File: config.mk
export PLATFORM = sky130hd
export DESIGN_NAME = ecrmw_core
export DESIGN_NICKNAME = d
export VERILOG_FILES = /design/src/common/ecrmw_pkg.sv /design/src/verilog/ecrmw_core.sv
export SDC_FILE = /design/constraint.sdc
export NUM_CORES = 1
export LEC_CHECK = 0
export BUFFER_PORTS_ARGS = -buffer_cell sky130_fd_sc_hd__buf_2
export CORE_MARGIN = 8
export CORE_UTILIZATION = 63
export DETAILED_ROUTE_END_ITERATION = 8
export HOLD_SLACK_MARGIN = 0.1
export PLACE_DENSITY = 0.89
export SLEW_MARGIN = 20
export SYNTH_ARGS = -nofsm -noshare
export SYNTH_HDL_FRONTEND = slang
export SYNTH_SLANG_ARGS = --single-unit
File: constraint.sdc
create_clock -name clk -period 14.7 [get_ports clk]
set_input_delay 2.94 -clock clk [delete_from_list [all_inputs] [get_ports clk]]
set_output_delay 2.94 -clock clk [all_outputs]
set_load 0.01 [all_outputs]
File: src/common/ecrmw_pkg.sv
// Purpose: Shared constants and types for the ECC read-modify-write memory interface
// Assumes: 10 MHz system clock, 16 data bits, 6 check bits
// Notes:   Check code is a single-error-correcting, double-detecting Hamming code

package ecrmw_pkg;

  localparam int DATA_W = 16;
  localparam int CHK_W  = 6;
  localparam int NSYNC  = 7;

  // Clock and delay figures
  localparam int CLK_PERIOD_NS  = 100;
  localparam int DELAY1_NS      = 150;
  localparam int DELAY2_NS      = 200;
  localparam int DELAY2_GAP_NS  = 42;
  localparam int DELAY1_CYC     = (DELAY1_NS + CLK_PERIOD_NS - 1) / CLK_PERIOD_NS;
  localparam int DELAY2_FLOOR   = (DELAY1_CYC * CLK_PERIOD_NS + DELAY2_GAP_NS
                                   + CLK_PERIOD_NS - 1) / CLK_PERIOD_NS;
  localparam int DELAY2_NOM     = (DELAY2_NS + CLK_PERIOD_NS - 1) / CLK_PERIOD_NS;
  localparam int DELAY2_CYC     = (DELAY2_FLOOR > DELAY2_NOM) ? DELAY2_FLOOR : DELAY2_NOM;
  localparam logic [3:0] CNT_D1 = 4'(DELAY1_CYC);
  localparam logic [3:0] CNT_D2 = 4'(DELAY2_CYC);

  // Positions of synchronised control pins
  localparam int SY_CAS = 0;
  localparam int SY_ACK = 1;
  localparam int SY_RD  = 2;
  localparam int SY_WR  = 3;
  localparam int SY_CS  = 4;
  localparam int SY_A0  = 5;
  localparam int SY_BHE = 6;
  localparam logic [NSYNC-1:0] SYNC_RST = 7'h7f;

  // Parity-check matrix columns for each data bit, all weight three
  localparam logic [15:0][5:0] HCOL = {
    6'h2c, 6'h2a, 6'h29, 6'h26, 6'h25, 6'h23, 6'h1c, 6'h1a,
    6'h19, 6'h16, 6'h15, 6'h13, 6'h0e, 6'h0d, 6'h0b, 6'h07};

  typedef enum logic [3:0] {
    ECRMW_IDLE   = 4'b0001,
    ECRMW_READ   = 4'b0010,
    ECRMW_MODIFY = 4'b0100,
    ECRMW_WRITE  = 4'b1000
  } ecrmw_state_e;

  typedef struct packed {
    logic [NSYNC-1:0]  sy1;
    logic [NSYNC-1:0]  sy2;
    logic [NSYNC-1:0]  sy3;
    logic [NSYNC-1:0]  pin;
    ecrmw_state_e      state;
    logic [3:0]        cnt;
    logic [DATA_W-1:0] raw_data;
    logic [CHK_W-1:0]  raw_chk;
    logic [CHK_W-1:0]  syn_log;
    logic [DATA_W-1:0] wr_data;
    logic [CHK_W-1:0]  wr_chk;
    logic [DATA_W-1:0] bus_data;
    logic [CHK_W-1:0]  pin_word;
    logic              err;
    logic              corr;
    logic              rw_sel;
    logic              we_n;
    logic              lo_mark_n;
    logic              hi_mark_n;
    logic [1:0]        do_oe_n;
    logic              lo_xcv_oe_n;
    logic              hi_xcv_oe_n;
  } ecrmw_s;

endpackage

File: src/verilog/ecrmw_core.sv
// Purpose: Glue and error-correction logic for a single-cycle read-modify-write DRAM port
// Assumes: Controller makes column strobe and transfer acknowledge; pins are asynchronous
// Notes:   Array data is sampled only at fixed points after the strobe, so it is not synced

`timescale 1ns/10ps
`default_nettype none

module ecrmw_core (
  input  wire logic        clk,
  input  wire logic        sys_rst,
  input  wire logic        clk_en,
  input  wire logic        sync_clr,
  input  wire logic        cas_n,
  input  wire logic        transfer_ack_n,
  input  wire logic        rd_n,
  input  wire logic        wr_n,
  input  wire logic        mem_cs_n,
  input  wire logic        addr_a0,
  input  wire logic        high_byte_enable_n,
  input  wire logic [15:0] dram_rdata,
  input  wire logic [5:0]  dram_rchk,
  input  wire logic [15:0] corrected_data_port_i,
  output logic      [15:0] corrected_data_port_o,
  output logic      [1:0]  corrected_data_port_oe_n,
  output logic      [15:0] dram_wdata,
  output logic      [5:0]  dram_wchk,
  output logic      [5:0]  syndrome_check_port,
  output logic      [5:0]  syndrome_log,
  output logic             read_write_sel,
  output logic             dram_we_n,
  output logic             error_flag,
  output logic             correctable_flag,
  output logic             low_byte_mark_n,
  output logic             high_byte_mark_n,
  output logic             low_transceiver_oe_n,
  output logic             high_transceiver_oe_n
);

  // ==========================================================================
  // Check code helpers
  // ==========================================================================
  function automatic logic [5:0] chk_gen(input logic [15:0] d);
    logic [5:0] c;
    c = 6'h00;
    for (int i = 0; i < 16; i++) begin
      if (d[i]) begin
        c = c ^ ecrmw_pkg::HCOL[i];
      end
    end
    return c;
  endfunction

  function automatic logic [15:0] flip_mask(input logic [5:0] s);
    logic [15:0] m;
    m = 16'h0000;
    for (int i = 0; i < 16; i++) begin
      m[i] = (s == ecrmw_pkg::HCOL[i]);
    end
    return m;
  endfunction

  // ==========================================================================
  // State
  // ==========================================================================
  ecrmw_pkg::ecrmw_s q;
  ecrmw_pkg::ecrmw_s d;

  logic [5:0]  syn;
  logic [15:0] flips;
  logic        chk_single;
  logic        any_err;
  logic        can_fix;
  logic [15:0] fixed_data;
  logic [15:0] merged;
  logic        cas_act;
  logic        ack_act;
  logic        rd_act;
  logic        wr_act;
  logic        cs_act;

  assign cas_act = ~q.pin[ecrmw_pkg::SY_CAS];
  assign ack_act = ~q.pin[ecrmw_pkg::SY_ACK];
  assign rd_act  = ~q.pin[ecrmw_pkg::SY_RD];
  assign wr_act  = ~q.pin[ecrmw_pkg::SY_WR];
  assign cs_act  = ~q.pin[ecrmw_pkg::SY_CS];

  // ==========================================================================
  // Correction datapath
  // ==========================================================================
  always_comb begin
    syn        = chk_gen(q.raw_data) ^ q.raw_chk;
    flips      = flip_mask(syn);
    chk_single = ($countones(syn) == 1);
    any_err    = (syn != 6'h00);
    can_fix    = ~any_err | chk_single | (flips != 16'h0000);
    // Check-bit errors leave data alone; their fix comes from regenerating checks
    fixed_data = can_fix ? (q.raw_data ^ flips) : q.raw_data;
    merged     = fixed_data;
    if (!q.lo_mark_n) begin
      merged[7:0] = corrected_data_port_i[7:0];
    end
    if (!q.hi_mark_n) begin
      merged[15:8] = corrected_data_port_i[15:8];
    end
  end

  // ==========================================================================
  // Next state
  // ==========================================================================
  always_comb begin
    d = q;

    // Three-stage sampling; a level counts once stages two and three agree
    d.sy1 = {high_byte_enable_n, addr_a0, mem_cs_n, wr_n, rd_n, transfer_ack_n, cas_n};
    d.sy2 = q.sy1;
    d.sy3 = q.sy2;
    d.pin = (q.sy2 & q.sy3) | (q.pin & (q.sy2 ^ q.sy3));

    // Byte marks follow the request on writes, inactive on reads
    d.lo_mark_n = ~(wr_act & cs_act) | q.pin[ecrmw_pkg::SY_A0];
    d.hi_mark_n = ~(wr_act & cs_act) | q.pin[ecrmw_pkg::SY_BHE];
    d.do_oe_n   = {~d.hi_mark_n, ~d.lo_mark_n};

    // Only requested bytes reach the bus, only under a qualified command
    d.lo_xcv_oe_n = ~(cs_act & (rd_act | wr_act) & ~q.pin[ecrmw_pkg::SY_A0]);
    d.hi_xcv_oe_n = ~(cs_act & (rd_act | wr_act) & ~q.pin[ecrmw_pkg::SY_BHE]);

    // Acknowledge closes the latch so data outlives the column strobe
    if (!ack_act) begin
      d.bus_data = fixed_data;
    end

    // Shared pins: live syndrome in read phase, write checks afterwards
    d.pin_word = q.rw_sel ? syn : q.wr_chk;

    case (q.state)
      ecrmw_pkg::ECRMW_IDLE: begin
        d.rw_sel = 1'b1;
        d.we_n   = 1'b1;
        d.cnt    = 4'h0;
        if (cas_act) begin
          d.state    = ecrmw_pkg::ECRMW_READ;
          d.cnt      = 4'h1;
          d.raw_data = dram_rdata;
          d.raw_chk  = dram_rchk;
        end
      end
      ecrmw_pkg::ECRMW_READ: begin
        d.raw_data = dram_rdata;
        d.raw_chk  = dram_rchk;
        d.cnt      = q.cnt + 4'h1;
        d.err      = any_err;
        d.corr     = can_fix;
        if (!cas_act) begin
          d.state = ecrmw_pkg::ECRMW_IDLE;
        end else if (q.cnt == ecrmw_pkg::CNT_D1) begin
          // Read phase ends: freeze syndrome and build the write-back word
          d.state   = ecrmw_pkg::ECRMW_MODIFY;
          d.rw_sel  = 1'b0;
          d.syn_log = syn;
          if (can_fix) begin
            d.wr_data = merged;
            d.wr_chk  = chk_gen(merged);
          end else begin
            d.wr_data = q.raw_data;
            d.wr_chk  = q.raw_chk;
          end
        end
      end
      ecrmw_pkg::ECRMW_MODIFY: begin
        d.cnt = q.cnt + 4'h1;
        if (!cas_act) begin
          d.state  = ecrmw_pkg::ECRMW_IDLE;
          d.rw_sel = 1'b1;
        end else if (q.cnt == ecrmw_pkg::CNT_D2) begin
          d.state = ecrmw_pkg::ECRMW_WRITE;
          d.we_n  = 1'b0;
        end
      end
      ecrmw_pkg::ECRMW_WRITE: begin
        if (!cas_act) begin
          d.state  = ecrmw_pkg::ECRMW_IDLE;
          d.we_n   = 1'b1;
          d.rw_sel = 1'b1;
        end
      end
      default: begin
        d.state  = ecrmw_pkg::ECRMW_IDLE;
        d.rw_sel = 1'b1;
        d.we_n   = 1'b1;
      end
    endcase

    // Synchronous clear stops any cycle and releases both strobes
    if (sync_clr) begin
      d.state  = ecrmw_pkg::ECRMW_IDLE;
      d.cnt    = 4'h0;
      d.rw_sel = 1'b1;
      d.we_n   = 1'b1;
    end
  end

  // ==========================================================================
  // Registers
  // ==========================================================================
  always_ff @(posedge clk or posedge sys_rst) begin
    if (sys_rst) begin
      q.sy1         <= ecrmw_pkg::SYNC_RST;
      q.sy2         <= ecrmw_pkg::SYNC_RST;
      q.sy3         <= ecrmw_pkg::SYNC_RST;
      q.pin         <= ecrmw_pkg::SYNC_RST;
      q.state       <= ecrmw_pkg::ECRMW_IDLE;
      q.cnt         <= 4'h0;
      q.raw_data    <= 16'h0000;
      q.raw_chk     <= 6'h00;
      q.syn_log     <= 6'h00;
      q.wr_data     <= 16'h0000;
      q.wr_chk      <= 6'h00;
      q.bus_data    <= 16'h0000;
      q.pin_word    <= 6'h00;
      q.err         <= 1'b0;
      q.corr        <= 1'b1;
      q.rw_sel      <= 1'b1;
      q.we_n        <= 1'b1;
      q.lo_mark_n   <= 1'b1;
      q.hi_mark_n   <= 1'b1;
      q.do_oe_n     <= 2'h0;
      q.lo_xcv_oe_n <= 1'b1;
      q.hi_xcv_oe_n <= 1'b1;
    end else if (clk_en) begin
      q <= d;
    end
  end

  // ==========================================================================
  // Outputs
  // ==========================================================================
  assign corrected_data_port_o    = q.bus_data;
  assign corrected_data_port_oe_n = q.do_oe_n;
  assign dram_wdata               = q.wr_data;
  assign dram_wchk                = q.wr_chk;
  assign syndrome_check_port      = q.pin_word;
  assign syndrome_log             = q.syn_log;
  assign read_write_sel           = q.rw_sel;
  assign dram_we_n                = q.we_n;
  assign error_flag               = q.err;
  assign correctable_flag         = q.corr;
  assign low_byte_mark_n          = q.lo_mark_n;
  assign high_byte_mark_n         = q.hi_mark_n;
  assign low_transceiver_oe_n     = q.lo_xcv_oe_n;
  assign high_transceiver_oe_n    = q.hi_xcv_oe_n;

endmodule

`default_nettype wire

== Yosys cells after proc, flatten, opt, wreduce, memory -nomap -nowiden ==
Cells that the tools add are included.

* Word-level logic and storage cells: 248
* Input port bits: 49
* Output and inout port bits: 60
* Bits in registers: 118

* Equal/unequal tests: 34
* $add $sub $neg: 6
* Reduce and logical (&&, ||, !) cells: 13
* Bitwise gates (word level): 57
* Muxes and demuxes: 116

{| class="wikitable"
|+ Operators by type and width
! cell !! number
|-
| 6-bit 2-to-1 mux || 73
|-
| 3-bit NOT || 30
|-
| 5-bit 2-to-1 mux || 12
|-
| 4-bit 2-to-1 mux || 11
|-
| 22-bit case mux with 2 select lines || 1
|-
| 6-bit by 5-bit equality test with 1-bit output, second input constant || 6
|-
| 6-bit equality test, second input constant || 6
|-
| 30-bit 2-to-1 mux || 1
|-
| 8-bit 2-to-1 mux || 3
|-
| 22-bit 2-to-1 mux || 1
|-
| 3-bit inequality test, second input constant || 7
|-
| 6-bit by 4-bit equality test with 1-bit output, second input constant || 3
|-
| 16-bit 2-to-1 mux || 1
|-
| 4-bit case mux with 4 select lines || 1
|-
| 16-bit nonzero test || 1
|-
| 16-bit XOR || 1
|-
| 5-bit AND reduction || 3
|-
| 7-bit bitwise AND || 2
|-
| 4-bit by 2-bit equality test with 1-bit output, second input constant || 3
|-
| 1-bit NOT || 12
|-
| 4-bit by 1-bit equality test with 1-bit output, second input constant || 2
|-
| 4-bit inequality test, second input constant || 2
|-
| 4-bit case mux with 2 select lines || 1
|-
| 7-bit OR || 1
|-
| other kinds (23) || 42
|}

== Depth between registers and ports, before layout ==
* Depth after elaboration: 132
* Depth in mapped cells: 17

== Worst setup path after synthesis ==
Ideal clock, no wire load.

* Path type: register to register
* Start: reg q[80] (netlist bit)
* End: reg q, in the netlist dram_wdata[3]
* Clock period less this slack: 4.735 ns
* Arrival: 4.600 ns
* Cell stages (with the launch flop): 17
* Path slack: 9.965 ns
* Data required time: 14.565 ns
* Cell sequence: dfrtp_1 -> buf_2 -> xnor2_1 -> xor3_1 -> xnor2_1 -> fa_1 -> inv_1 -> fa_1 -> ha_1 -> fa_1 -> nor2_1 -> a211oi_1 -> o21ai_0 -> nor4_4 -> buf_4 -> mux2i_1 -> o21ai_0

* Word-level cells in the longest chain between the ends: 13

{| class="wikitable"
|+ RTL lines
! what !! line !! RTL
|-
| start, declared || ecrmw_core.sv:65 || <nowiki>ecrmw_pkg::ecrmw_s q;</nowiki>
|-
| 6-bit 2-to-1 mux (*) || ecrmw_core.sv:46 || <nowiki>if (d[i]) begin</nowiki>
|-
| 3-bit NOT (no source line) || n/a ||
|-
| 6-bit 2-to-1 mux (*) || ecrmw_core.sv:46 ||
|-
| 6-bit XOR (*) || ecrmw_core.sv:91 || <nowiki>syn = chk_gen(q.raw_data) ^ q.raw_chk;</nowiki>
|-
| 1-bit by 1-bit adder with 2-bit output (not written as such) || ecrmw_core.sv:93 || <nowiki>chk_single = ($countones(syn) == 1);</nowiki>
|-
| 2-bit by 2-bit adder with 3-bit output (not written as such) || ecrmw_core.sv:93 ||
|-
| 3-bit by 2-bit adder with 4-bit output (not written as such) || ecrmw_core.sv:93 ||
|-
| 4-bit by 1-bit equality test with 1-bit output || ecrmw_core.sv:93 ||
|-
| 1-bit OR (2 in series) || ecrmw_core.sv:95 || <nowiki>can_fix = ~any_err | chk_single | (flips != 16'h0000);</nowiki>
|-
| 16-bit 2-to-1 mux || ecrmw_core.sv:97 || <nowiki>fixed_data = can_fix ? (q.raw_data ^ flips) : q.raw_data;</nowiki>
|-
| 8-bit 2-to-1 mux || ecrmw_core.sv:99 || <nowiki>if (!q.lo_mark_n) begin</nowiki>
|-
| 22-bit 2-to-1 mux (*) || ecrmw_core.sv:161 || <nowiki>if (can_fix) begin</nowiki>
|}

Every way passes the cells marked *; elsewhere a longest branch is shown, timed or not.
A chain may end at the register's enable or synchronous reset.

== Worst setup path in the final report ==
* Start: in clk_en
* End: reg q[87] (netlist bit)

* Word-level cells in the longest chain between the ends: 1

{| class="wikitable"
|+ RTL lines
! what !! line !! RTL
|-
| start, declared || ecrmw_core.sv:11 || <nowiki>input wire logic clk_en,</nowiki>
|-
| 5-bit AND reduction (no source line) || n/a ||
|}

Every way passes these cells.

==> flow_summary.toml <==
[clock_network]
cts_max_level = 4
numCtsBuffers = 17
cts_tree = "done"
post_cts_buffers = 0
cts_sinks = 118
clock_latency_ns = 0.42
cts.hold.buffers_added = 0
cts_resized = 0
path_clk_slew_ns = 0.06
cts-root-buf = "clkbuf_16"
clockBufferDepth = 2

[logic_synthesis]
avgSynthCellArea_um2 = 9.71
synth_fp_nets = 824
synth-seq-cells = 118
synth_top_area_cell = "dfrtp_1"
ys_warn_count = 0
synth-edff-count = 0
synth_top_area_share_pct = 27.9
async_flop_share_pct = 100
ys_types = 66
synth_cells = 758
seq_area_frac_synth_pct = 40.7
synth_area_leaders = "dfrtp_1 28%, dfstp_2 13%, xnor2_1 5.7%"
syn_area_um2 = 7360
synth-main-ff-cell = "dfrtp_1"

[critical_path]
critPathBufInv = 2
worst_setup_path_end_kind = "flip-flop"
max_stage_delay_ns = 0.69
worst-path-max-fanout = 43
worstPathCellList = "buf_2, clkinv_1, a31oi_1, o311ai_0, a21oi_1, mux2_2"
cpMaxStageDelayCell = "clkinv_1"
critPathKind = "in -> reg"
arrival_ns = 5.86
worstSetupStartpointType = "primary input"
critPathTopFamily = "buffers and inverters"
worstPathRequired_ns = 15.01

[drt]
wl_met3_um = 1540
post_drt_wl_per_cell_um = 20.4
vias = 5733
firstDrtPassIters = 5
ant_nets = 0
remaining_drc_errors = 0
vias_per_cell = 6.04
highest_layer = "met4"
drtIter0Drc = 564
routed_wl_um = 19300
met1_length_um = 7800
routed-wl-met2_um = 9550

[layout]
final_layout_size_suffix_gt1_share_pct = 29.4
fin_cells = 949
num_antenna_cells = 0
fillCellCount = 837
layout.area.seq_um2 = 3000
syn2layout_area_growth_pct = 11.0
final_nets = 859
multi_input_area_um2 = 3710

[grt]
grt_pass1_vias = 5682
grt_max_degree = 70
grt.overflow.total = 0
grt_first_pass_wirelength_um = 30200
antenna_found_initial = 0
grtUsageTotal_pct = 25.8

[die]
start_util_pct = 64.4
die_area_um2 = 15400
die_w_um = 124
coreArea_um2 = 11400
io_pins = 109
fp-row-count = 39
die_h_um = 124

[flow_run]
cap_viol_max_count = 0

[placed_design]
port_buffers = 108
place_inst = 917
dp_hpwl_um = 14100
place.gp.congestion = 0.964

[timing]
finalCritPeriodShare_pct = 37.8
maxSlewHeadroom_pct = 27.0
fin_crit_ns = 5.55
setup_viol_count_final = 0
max_freq_ghz = 0.180
worstMarginPinSlew_ns = 1.09
hold_viol = 0
setup_tns_ns = 0
maxSlewViolCount = 0
clock_skew_ns = 0.00599
rsz0062_at_grt = "no"

[hold_path]
hold_class = "reg -> reg"

[outcome]
status = "completed"
[tightest hold or removal path: stages, from the launching register on]
cell	delay [ns]
dfrtp_1	0.34
nand2_1	0.05
o21ai_0	0.06
[cell usage after synthesis, types with 7 or more instances]
master,count
buf_2,9
o21ai_0,58
dfrtp_1,82
ha_1,14
a211oi_1,7
buf_4,55
a31oi_1,15
mux2_2,24
mux2i_1,19
a21oi_1,38
nor2_1,56
a21o_1,8
nand2_1,98
nand3_1,13
nand4_1,7
inv_1,13
a2111o_1,7
clkbuf_1,29
nor3_1,11
xnor3_1,7
xnor2_1,48
xor2_1,12
dfstp_2,36
[path summary, 6_finish.rpt]
path                            depth (start not counted)             to     startpoint  slack (ns)
worst min register to register                          2  dram_wdata[8]  dram_wdata[8]        0.48
min in group asynchronous                               2   dram_wchk[4]        sys_rst        2.61
max in group asynchronous                               3          q[73]        sys_rst       10.81
worst min-delay path                                    2  dram_wdata[8]  dram_wdata[8]        0.48
worst max register to register                         16  dram_wdata[6]          q[80]        9.40
worst max-delay path                                    6          q[87]         clk_en        9.15
[area by class of cell]
class                   instances  share of cell area (%)
multi-input cells             525                    45.4
flip-flops and latches        118                    36.7
repair buffers                113                    7.08
clock buffers                  18                    5.25
clock inverters                14                    2.44
well taps                     143                    2.19
inverters                      18                   0.980
[flip-flops by register name, indices dropped and copies added, names as in the netlist, 2 cells and up]
| register | flops |
|---|---|
| q | 44 |
| corrected_data_port_o | 16 |
| dram_wdata | 16 |
| d | 14 |
| dram_wchk | 6 |
| syndrome_check_port | 6 |
| syndrome_log | 6 |
| corrected_data_port_oe_n | 2 |
[cell families (layout without fill, tap and decap cells)]
logic type	after synthesis	count (layout)	synth area share (%)
multiplexers	43	43	6.26
AO/OA/AOI/OAI	167	167	14.2
adder cells (fa/ha/maj)	17	17	3.20
buffers and inverters	115	163	9.00
XOR/XNOR	77	77	12.4
flip-flops	118	118	40.7
AND/OR/NAND/NOR	221	221	14.2
[cell usage in the layout, fill, tap and decap left out, drive strengths merged, types with 18 or more instances in the layout]
cell	synthesis	routed
inv	16	19
nand2	99	99
mux2i	19	19
xnor2	49	49
dfrtp	82	82
clkbuf	31	18
a21oi	42	42
nor2	57	57
dfstp	36	36
o21ai	63	63
mux2	24	24
buf	66	113
nand3	20	20
[layer usage]
metal  global-route usage [%]  vias up
li1                         -     2633
met1                     33.1     2800
met2                     42.3      264
met3                     5.85       36
met4                     9.29        0
met5                        0        -
[per-stage QoR]
| step | hold WS [ns] | area (um^2) | setup slack (ns) | utilization (%) |
|---|---|---|---|---|
| after floorplan | 0.449 | 7360 | 8.69 | - |
| after global placement | 0.459 | 7540 | 9.04 | 66.0 |
| after detailed placement | 0.467 | 7540 | 8.90 | 66.0 |
| after CTS | 0.481 | 8160 | 9.28 | 71.5 |
| after global routing | 0.500 | 8170 | 8.98 | 71.5 |
| final | 0.480 | 8170 | 9.15 | 71.5 |
Power is left out: the tool's default activity adds up to more than one toggle a clock period on the data nets, which glitch-free logic cannot reach.
